$ cat src/design/dgs_pkg.sv
// Package of constants for the dual gate switching sequencer
package dgs_pkg;

    ////////////////////////////////////////////////////////////////////////////
    // Register offsets (plain register port, 4-bit address)
    localparam logic [3:0] DGS_ADDR_ENABLE   = 4'h0; // peripheral_enable_reg
    localparam logic [3:0] DGS_ADDR_PERIOD   = 4'h1; // period_register
    localparam logic [3:0] DGS_ADDR_MAXDUTY  = 4'h2; // max_duty_limit_reg
    localparam logic [3:0] DGS_ADDR_DEADTIME = 4'h3; // dead_time_reg
    localparam logic [3:0] DGS_ADDR_BLANK    = 4'h4; // leading_edge_blank_reg
    localparam logic [3:0] DGS_ADDR_DESATCTL = 4'h5; // desaturation_control_reg
    localparam logic [3:0] DGS_ADDR_STATUS   = 4'h6; // interrupt_flag_reg_two
    localparam logic [3:0] DGS_ADDR_MASK     = 4'h7; // interrupt mask
    localparam logic [3:0] DGS_ADDR_STATE    = 4'h8; // live sequencer state
    localparam logic [3:0] DGS_ADDR_TIMER    = 4'h9; // live period_timer value

    ////////////////////////////////////////////////////////////////////////////
    // Field positions
    localparam int DGS_EN_PRI_BIT   = 0; // primary driver enable
    localparam int DGS_EN_SEC_BIT   = 1; // secondary driver enable
    localparam int DGS_QR_BIT       = 0; // quasi_resonant_mode
    localparam int DGS_WDE_BIT      = 1; // desaturation_compare_watchdog_enable
    localparam int DGS_ST_OT_BIT    = 0; // overtemp_flag
    localparam int DGS_ST_TRIP_BIT  = 1; // peak current trip
    localparam int DGS_ST_CYC_BIT   = 2; // switching cycle started
    localparam int DGS_ST_WDOG_BIT  = 3; // watchdog restarted a cycle

    ////////////////////////////////////////////////////////////////////////////
    // Reset values
    localparam logic [7:0] DGS_RST_ENABLE   = 8'h00;
    localparam logic [7:0] DGS_RST_PERIOD   = 8'hFF;
    localparam logic [7:0] DGS_RST_MAXDUTY  = 8'h80;
    localparam logic [7:0] DGS_RST_DEADTIME = 8'h00;
    localparam logic [7:0] DGS_RST_BLANK    = 8'h00;
    localparam logic [7:0] DGS_RST_DESATCTL = 8'h00;
    localparam logic [7:0] DGS_RST_MASK     = 8'h00;

    ////////////////////////////////////////////////////////////////////////////
    // Timing: 125 MHz master clock, 8 MHz switching base
    localparam int MCLK_PERIOD_NS = 8;
    localparam int MCLK_MHZ       = 125;
    localparam int BASE_MHZ       = 8;
    localparam logic [7:0] DGS_ACC_STEP = 8'(BASE_MHZ);
    localparam logic [7:0] DGS_ACC_MOD  = 8'(MCLK_MHZ);
    localparam logic [7:0] DGS_PR_MIN   = 8'h03; // N = PR + 1 >= 4
    localparam int RESET_OS_NS  = 200;
    localparam int START_OS_NS  = 33;
    localparam int DEAD_STEP_NS = 16;
    localparam int LEB1_NS      = 50;
    localparam int LEB2_NS      = 100;
    localparam int LEB3_NS      = 200;
    // Least times, rounded up to whole cycles
    localparam logic [4:0] RESET_OS_CYC  = 5'((RESET_OS_NS + MCLK_PERIOD_NS - 1) / MCLK_PERIOD_NS);
    localparam logic [4:0] START_OS_CYC  = 5'((START_OS_NS + MCLK_PERIOD_NS - 1) / MCLK_PERIOD_NS);
    localparam logic [5:0] DEAD_STEP_CYC = 6'((DEAD_STEP_NS + MCLK_PERIOD_NS - 1) / MCLK_PERIOD_NS);
    localparam logic [4:0] LEB1_CYC      = 5'((LEB1_NS + MCLK_PERIOD_NS - 1) / MCLK_PERIOD_NS);
    localparam logic [4:0] LEB2_CYC      = 5'((LEB2_NS + MCLK_PERIOD_NS - 1) / MCLK_PERIOD_NS);
    localparam logic [4:0] LEB3_CYC      = 5'((LEB3_NS + MCLK_PERIOD_NS - 1) / MCLK_PERIOD_NS);

    // Sequencer states
    typedef enum logic [2:0] {
        DGS_IDLE,
        DGS_DEAD_P,
        DGS_PRI_ON,
        DGS_DEAD_S,
        DGS_SEC_ON
    } dgs_state_e;

endpackage

$ cat src/design/dgs_sequencer.sv
// Dual gate switching sequencer with register port and interrupt
`timescale 1ns/1ps
module dgs_sequencer
    import dgs_pkg::*;
(
    // Clock and reset
    input  wire logic       i_mclk,
    input  wire logic       i_reset_n,
    // Register port
    input  wire logic [3:0] i_addr,
    input  wire logic [7:0] i_wdata,
    input  wire logic       i_wr,
    input  wire logic       i_rd,
    output logic      [7:0] o_rdata,
    // Analog comparator inputs
    input  wire logic       i_peak_trip,
    input  wire logic       i_desaturation_compare,
    input  wire logic       i_overtemp,
    // Gate drives and interrupt
    output logic            o_primary_gate_out,
    output logic            o_secondary_gate_out,
    output logic            o_irq
);

    ////////////////////////////////////////////////////////////////////////////
    // Registers and next values
    dgs_state_e state_r, state_nxt;         // Sequencer state
    logic [7:0] enable_r, enable_nxt;       // peripheral_enable_reg
    logic [7:0] period_r, period_nxt;       // period_register
    logic [7:0] maxduty_r, maxduty_nxt;     // max_duty_limit_reg
    logic [7:0] dead_r, dead_nxt;           // dead_time_reg
    logic [7:0] blank_r, blank_nxt;         // leading_edge_blank_reg
    logic [7:0] dctl_r, dctl_nxt;           // desaturation_control_reg
    logic [7:0] status_r, status_nxt;       // Sticky event flags
    logic [7:0] mask_r, mask_nxt;           // Interrupt mask
    logic [7:0] rdata_r, rdata_nxt;         // Read data
    logic [7:0] acc_r, acc_nxt;             // 8 MHz phase accumulator
    logic [7:0] timer_r, timer_nxt;         // period_timer
    logic [7:0] on_r, on_nxt;               // Primary on-time in base ticks
    logic [5:0] dcnt_r, dcnt_nxt;           // Dead time countdown
    logic [4:0] bcnt_r, bcnt_nxt;           // Blanking countdown
    logic [4:0] ros_r, ros_nxt;             // 200 ns reset one-shot
    logic [4:0] sos_r, sos_nxt;             // 33 ns start one-shot
    logic       cyc_ff_r, cyc_ff_nxt;       // Cycle flip-flop
    logic       dprev_r, dprev_nxt;         // Previous comparator level
    logic       pri_r, pri_nxt;             // Primary gate flop
    logic       sec_r, sec_nxt;             // Secondary gate flop

    // Combinational helpers
    logic [7:0] acc_sum;
    logic       tick;
    logic [7:0] pr_eff;
    logic       period_wrap;
    logic       qr_mode;
    logic       wd_en;
    logic       desaturation_compare_fall;
    logic       run;
    logic       cycle_start;
    logic       wdog_start;
    logic       trip_hit;
    logic       duty_hit;
    logic       fire_reset;
    logic [5:0] dead_len;
    logic [4:0] leb_len;
    logic [7:0] events;

    ////////////////////////////////////////////////////////////////////////////
    // Next-value logic for the whole block
    always_comb begin
        // 8 MHz base tick from a phase accumulator, one master edge per tick
        acc_sum = acc_r + DGS_ACC_STEP;
        tick    = (acc_sum >= DGS_ACC_MOD);
        acc_nxt = tick ? (acc_sum - DGS_ACC_MOD) : acc_sum;

        // Period N = PR + 1, clamped to 4..256
        pr_eff      = (period_r < DGS_PR_MIN) ? DGS_PR_MIN : period_r;
        period_wrap = tick && (timer_r >= pr_eff);

        qr_mode = dctl_r[DGS_QR_BIT];
        wd_en   = dctl_r[DGS_WDE_BIT];
        run     = (enable_r[DGS_EN_PRI_BIT] || enable_r[DGS_EN_SEC_BIT])
                  && !i_overtemp;

        // Comparator fall counts only in QR mode and outside the noise mask
        desaturation_compare_fall = qr_mode && dprev_r && !i_desaturation_compare
                     && (ros_r == 5'h00);
        wdog_start = qr_mode && wd_en && period_wrap;
        cycle_start = run && ((!qr_mode && period_wrap)
                              || desaturation_compare_fall || wdog_start);

        dead_len = (6'(dead_r[3:0]) + 6'h01) * DEAD_STEP_CYC;
        unique case (blank_r[1:0])
            2'h0:    leb_len = 5'h00;
            2'h1:    leb_len = LEB1_CYC;
            2'h2:    leb_len = LEB2_CYC;
            default: leb_len = LEB3_CYC;
        endcase

        trip_hit = i_peak_trip && (bcnt_r == 5'h00);
        duty_hit = (on_r >= maxduty_r);

        // Sequencer defaults
        state_nxt  = state_r;
        dcnt_nxt   = (dcnt_r != 6'h00) ? dcnt_r - 6'h01 : 6'h00;
        bcnt_nxt   = (bcnt_r != 5'h00) ? bcnt_r - 5'h01 : 5'h00;
        on_nxt     = on_r;
        fire_reset = 1'b0;

        if (!run) begin
            // Disabled or overheated: park with both gates off
            state_nxt = DGS_IDLE;
        end else begin
            unique case (state_r)
                DGS_IDLE, DGS_SEC_ON: begin
                    if (cycle_start) begin
                        // Secondary drops first, then dead time
                        state_nxt = DGS_DEAD_P;
                        dcnt_nxt  = dead_len - 6'h01;
                    end
                end
                DGS_DEAD_P: begin
                    if (dcnt_r == 6'h00) begin
                        state_nxt = DGS_PRI_ON;
                        bcnt_nxt  = leb_len;
                        on_nxt    = 8'h00;
                    end
                end
                DGS_PRI_ON: begin
                    if (tick) begin
                        on_nxt = on_r + 8'h01;
                    end
                    // Trip or duty limit ends the on phase for this cycle
                    if (trip_hit || duty_hit) begin
                        state_nxt = DGS_DEAD_S;
                        dcnt_nxt  = dead_len - 6'h01;
                    end
                end
                DGS_DEAD_S: begin
                    if (dcnt_r == 6'h00) begin
                        state_nxt  = DGS_SEC_ON;
                        fire_reset = qr_mode;
                    end
                end
                default: state_nxt = DGS_IDLE;
            endcase
        end

        // One-shots: reset pulse masks noise, start pulse marks a new cycle
        ros_nxt = fire_reset ? RESET_OS_CYC
                : (ros_r != 5'h00) ? ros_r - 5'h01 : 5'h00;
        sos_nxt = desaturation_compare_fall ? START_OS_CYC
                : (sos_r != 5'h00) ? sos_r - 5'h01 : 5'h00;
        // Set has priority over clear on the cycle flip-flop
        if (desaturation_compare_fall) begin
            cyc_ff_nxt = 1'b1;
        end else if (fire_reset) begin
            cyc_ff_nxt = 1'b0;
        end else begin
            cyc_ff_nxt = cyc_ff_r;
        end
        dprev_nxt = i_desaturation_compare;

        // Period timer; only the reset one-shot clears it mid-period
        if (fire_reset) begin
            timer_nxt = 8'h00;
        end else if (tick) begin
            timer_nxt = period_wrap ? 8'h00 : timer_r + 8'h01;
        end else begin
            timer_nxt = timer_r;
        end

        // Gate flops gated by enables and overtemperature
        pri_nxt = (state_nxt == DGS_PRI_ON) && enable_r[DGS_EN_PRI_BIT]
                  && !i_overtemp;
        sec_nxt = (state_nxt == DGS_SEC_ON) && enable_r[DGS_EN_SEC_BIT]
                  && !i_overtemp;

        // Events; a new event beats the read that clears it
        events = 8'h00;
        events[DGS_ST_OT_BIT]   = i_overtemp;
        events[DGS_ST_TRIP_BIT] = (state_r == DGS_PRI_ON) && run && trip_hit;
        events[DGS_ST_CYC_BIT]  = cycle_start;
        events[DGS_ST_WDOG_BIT] = wdog_start && run;
        if (i_rd && (i_addr == DGS_ADDR_STATUS)) begin
            status_nxt = events;
        end else begin
            status_nxt = status_r | events;
        end

        // Register writes
        enable_nxt  = (i_wr && i_addr == DGS_ADDR_ENABLE)   ? i_wdata : enable_r;
        period_nxt  = (i_wr && i_addr == DGS_ADDR_PERIOD)   ? i_wdata : period_r;
        maxduty_nxt = (i_wr && i_addr == DGS_ADDR_MAXDUTY)  ? i_wdata : maxduty_r;
        dead_nxt    = (i_wr && i_addr == DGS_ADDR_DEADTIME) ? {4'h0, i_wdata[3:0]} : dead_r;
        blank_nxt   = (i_wr && i_addr == DGS_ADDR_BLANK)    ? {6'h00, i_wdata[1:0]} : blank_r;
        dctl_nxt    = (i_wr && i_addr == DGS_ADDR_DESATCTL) ? {6'h00, i_wdata[1:0]} : dctl_r;
        mask_nxt    = (i_wr && i_addr == DGS_ADDR_MASK)     ? {4'h0, i_wdata[3:0]} : mask_r;

        // Read mux; unmapped addresses read zero
        rdata_nxt = 8'h00;
        if (i_rd) begin
            unique case (i_addr)
                DGS_ADDR_ENABLE:   rdata_nxt = enable_r;
                DGS_ADDR_PERIOD:   rdata_nxt = period_r;
                DGS_ADDR_MAXDUTY:  rdata_nxt = maxduty_r;
                DGS_ADDR_DEADTIME: rdata_nxt = dead_r;
                DGS_ADDR_BLANK:    rdata_nxt = blank_r;
                DGS_ADDR_DESATCTL: rdata_nxt = dctl_r;
                DGS_ADDR_STATUS:   rdata_nxt = status_r;
                DGS_ADDR_MASK:     rdata_nxt = mask_r;
                DGS_ADDR_STATE:    rdata_nxt = {cyc_ff_r, (ros_r != 5'h00), (sos_r != 5'h00),
                                                sec_r, pri_r, 3'(state_r)};
                DGS_ADDR_TIMER:    rdata_nxt = timer_r;
                default:           rdata_nxt = 8'h00;
            endcase
        end
    end

    ////////////////////////////////////////////////////////////////////////////
    // State registers; everything clears to a safe, gates-off value
    always_ff @(posedge i_mclk or negedge i_reset_n) begin
        if (!i_reset_n) begin
            state_r   <= DGS_IDLE;
            enable_r  <= DGS_RST_ENABLE;
            period_r  <= DGS_RST_PERIOD;
            maxduty_r <= DGS_RST_MAXDUTY;
            dead_r    <= DGS_RST_DEADTIME;
            blank_r   <= DGS_RST_BLANK;
            dctl_r    <= DGS_RST_DESATCTL;
            status_r  <= 8'h00;
            mask_r    <= DGS_RST_MASK;
            rdata_r   <= 8'h00;
            acc_r     <= 8'h00;
            timer_r   <= 8'h00;
            on_r      <= 8'h00;
            dcnt_r    <= 6'h00;
            bcnt_r    <= 5'h00;
            ros_r     <= 5'h00;
            sos_r     <= 5'h00;
            cyc_ff_r  <= 1'b0;
            dprev_r   <= 1'b0;
            pri_r     <= 1'b0;
            sec_r     <= 1'b0;
        end else begin
            state_r   <= state_nxt;
            enable_r  <= enable_nxt;
            period_r  <= period_nxt;
            maxduty_r <= maxduty_nxt;
            dead_r    <= dead_nxt;
            blank_r   <= blank_nxt;
            dctl_r    <= dctl_nxt;
            status_r  <= status_nxt;
            mask_r    <= mask_nxt;
            rdata_r   <= rdata_nxt;
            acc_r     <= acc_nxt;
            timer_r   <= timer_nxt;
            on_r      <= on_nxt;
            dcnt_r    <= dcnt_nxt;
            bcnt_r    <= bcnt_nxt;
            ros_r     <= ros_nxt;
            sos_r     <= sos_nxt;
            cyc_ff_r  <= cyc_ff_nxt;
            dprev_r   <= dprev_nxt;
            pri_r     <= pri_nxt;
            sec_r     <= sec_nxt;
        end
    end

    // Gates and read data straight from flops; irq is a level decoded from the status and mask flops
    assign o_primary_gate_out   = pri_r;
    assign o_secondary_gate_out = sec_r;
    assign o_rdata              = rdata_r;
    assign o_irq                = |(status_r & mask_r);
endmodule

$ cat config.mk
export PLATFORM = sky130hd
export DESIGN_NAME = dgs_sequencer
export DESIGN_NICKNAME = d
export VERILOG_FILES = /design/src/design/dgs_pkg.sv /design/src/design/dgs_sequencer.sv
export SDC_FILE = /design/constraint.sdc
export NUM_CORES = 1
export LEC_CHECK = 0
export CORE_MARGIN = 5
export CORE_UTILIZATION = 65
export DETAILED_ROUTE_END_ITERATION = 12
export DONT_BUFFER_PORTS = 1
export PLACE_DENSITY_LB_ADDON = 0.2
export SLEW_MARGIN = 0
export SYNTH_ARGS = -nofsm -noshare
export SYNTH_HDL_FRONTEND = slang
export SYNTH_SLANG_ARGS = --single-unit
$ cat constraint.sdc
create_clock -name i_mclk -period 5.4 [get_ports i_mclk]
set_input_delay 0.27 -clock i_mclk [delete_from_list [all_inputs] [get_ports i_mclk]]
set_output_delay 0.27 -clock i_mclk [all_outputs]
set_load 0.01 [all_outputs]
==> flow_summary.yaml <==
finish:
  post_layout_nonfiller_instances: 661
  final_layout_size_suffix_gt1_share_pct: 15.55
  design_area_um2: 6015
  final_net_count: 599
  syn_to_final_growth_pct: 5.394
  antenna_cells: 0
power_and_ir_drop:
  power.leakage_uw: 0.002694
  finalPower_uw: 2186
  vdd_ir_drop_max_v: 0.0002465
  pwr_density_cell_nw_per_um2: 363.5
clock_network:
  path_clk_slew_ns: 0.11
  cts_htree_levels: 3
  cts_made_buffers: 9
  clkSinkCount: 100
  clockRootBuffer: "clkbuf_8"
  insertion_delay_ns: 0.38
  clk_path_buf_depth: 2
  postCtsResizedCells: 0
  cts_tree: "done"
  postCtsSetupBuffers: 0
synthesis:
  synth_flop_cell: "dfrtp_1"
  yosysMostFrequentCell: "dfrtp_1"
  syn_area_um2: 5707
  netlist_top_cells_count: "dfrtp_1, nand2_1, nor2_1"
  yosys.area.top_type_share_pct: 39.90
  syn-mean-instance-area_um2: 10.41
  synth_seq_area_share_pct: 44.05
  synth_cell_types: 71
  synth.largest_area_cell: "dfrtp_1"
  ys_ff_latch: 100
  ys_top_cells_by_area: "dfrtp_1, mux2_2, ha_1, dfstp_2, nand2_1"
  async_reset_ff_share_pct: 100.0
  post_synth_inst_count: 548
  synth_edf_count: 0
  syn_nets: 599
  yosysWarnings: 0
timing:
  worst_pin_slew_ns: 0.6537
  slew_headroom_pct: 56.26
  post-route-period-util_pct: 49.28
  setup-tns-final_ns: 0
  clock.fmax_ghz: 0.3758
  skew_ns: 0.01502
  hold_slack_ns: 0.02465
  final_hold_viol_count: 0
  rsz0062_at_grt: "no"
  slew_violations: 0
  setup_viol: 0
  min_period_ns: 2.661
place:
  dpl.cell_count: 641
  dp_hpwl_um: 9257
  dpl_cell_area_um2: 5763
  routabilityCongestion: 0.9042
  io_buffers: 0
floorplanning:
  fp.dieH_um: 103.7
  row_count: 34
  ios: 30
  initial_core_util_pct: 66.08
  die_area_um2: 10750
  core_um2: 8636
  die_x_um: 103.7
global_routing:
  track_usage_pct: 24.13
  grt_pass1_vias: 4102
  grt_pass1_wl_um: 20990
  antenna_found_initial: 0
  grt_max_degree: 101
  overflow: 0
routing:
  dr.pass1.iters: 5
  wl_per_cell_um: 18.95
  drc_errors: 0
  drtIter0Drc: 189
  routed_wl_um: 12530
  via_per_inst: 6.289
  vias: 4157
  postRouteAntennaNets: 0
setup_path:
  cp-end-kind: "flop"
  crit_required_ns: 5.67
  arrival_ns: 2.93
  slowest_delay_ns: 0.57
  crit_type: "flop to flop"
  crit_slowest_cell: "dfstp_2"
  critPathTopFamily: "compound AO/OA/AOI/OAI gates"
  cp_num_buf_inv: 0
  critPathMaxFanout: 6
  setup.worst_path.start_class: "flop"
  path_cells: "nor2_1, a31o_2, ha_1, nor3b_1, o21a_1, o21ai_4, a31oi_4, a211oi_4, mux2_4"
status:
  outcome: "finished clean"
flow_run:
  timing.max_cap.violations: 0
min_path:
  worstHoldPathType: "primary input to flop"
area by class of cell:
| cell class | instances | area, um2 |
|---|---|---|
| multi-input combinational | 404 | 3005 |
| fill | 661 | 2621 |
| sequential | 100 | 2514 |
| clock buffer | 11 | 151.4 |
| tap | 108 | 135.1 |
| inverter | 29 | 108.9 |
| timing repair buffer | 4 | 57.56 |
| clock inverter | 5 | 42.54 |
sequential cells by signal, indices dropped and copies added, names as in the netlist, 2 cells and up:
signal / cells
enable_r: 8
dcnt_r: 6
mask_r: 4
maxduty_r: 8
bcnt_r: 5
status_r: 4
on_r: 8
o_rdata: 8
sos_r: 5
blank_r: 2
timer_r: 8
ros_r: 5
dead_r: 4
period_r: 8
acc_r: 8
state_r: 3
dctl_r: 2
cell families (layout without fill, tap and decap cells):
family | count (synthesis) | after routing | share of synthesized area, %
AND/OR/NAND/NOR | 195 | 195 | 18.29
flip-flops | 100 | 100 | 44.05
AO/OA/AOI/OAI | 91 | 91 | 11.47
multiplexers | 56 | 56 | 11.29
buffers and inverters | 44 | 49 | 3.289
adder cells (fa/ha/maj) | 32 | 32 | 7.016
XOR/XNOR | 30 | 30 | 4.604
power by group:
group / total, uW / internal [uW] / switching, uW
logic: 623 / 320 / 303
registers: 1090 / 919 / 169
clock network: 476 / 199 / 277
placed cells by master, fill, tap and decap left out, types with 6 or more instances in the layout:
master and instances:
dfrtp_1 91, nor2_1 48, nand2_1 48, mux2_2 39, ha_1 32, inv_1 29, o21ai_0 21, nand3_1 19
xnor2_1 18, a21oi_1 16, nor3_1 15, mux2i_1 13, xor2_1 12, and3_1 11, clkbuf_8 11, nand2b_1 9
dfstp_2 9, nor2b_1 6, and2_1 6, a22oi_1 6
routing by layer:
metal  track usage, %  up-vias  share of wire [%]
met5                0        -                  0
met2            39.03      114                 49
met1            31.75     2063                 43
met4            8.696        0                2.6
met3            5.721       27                5.3
li1                 -     1953                  -
metrics by stage:
stage | setup slack (ns) | utilization, %
floorplan | 2.916 | -
global placement | 2.796 | 66.73
detailed placement | 2.756 | 66.73
CTS | 2.734 | 69.65
global route | 2.619 | 69.65
finish | 2.739 | 69.65
final timing paths:
| kind | end | slack (ns) | depth (start not counted) | startpoint |
|---|---|---|---|---|
| worst max-delay path | dcnt_r[3] | 2.74 | 9 | period_r[4] |
| worst min-delay path | enable_r[7] | 0.02 | 1 | i_wdata[7] |
| worst max register to register | dcnt_r[3] | 2.74 | 9 | period_r[4] |
| worst min register to register | cyc_ff_r | 0.50 | 2 | cyc_ff_r |
| max in group asynchronous | period_r[3] | 4.51 | 2 | i_reset_n |
| min in group asynchronous | on_r[4] | 0.50 | 2 | i_reset_n |
timing repair:
| item | in CTS | in global routing |
|---|---|---|
| hold buffers | 4 | 0 |
| setup endpoints to repair | 0 | 0 |
| hold endpoints to repair | 103 | 0 |
Note: power is estimated with default switching activity, not from simulation.
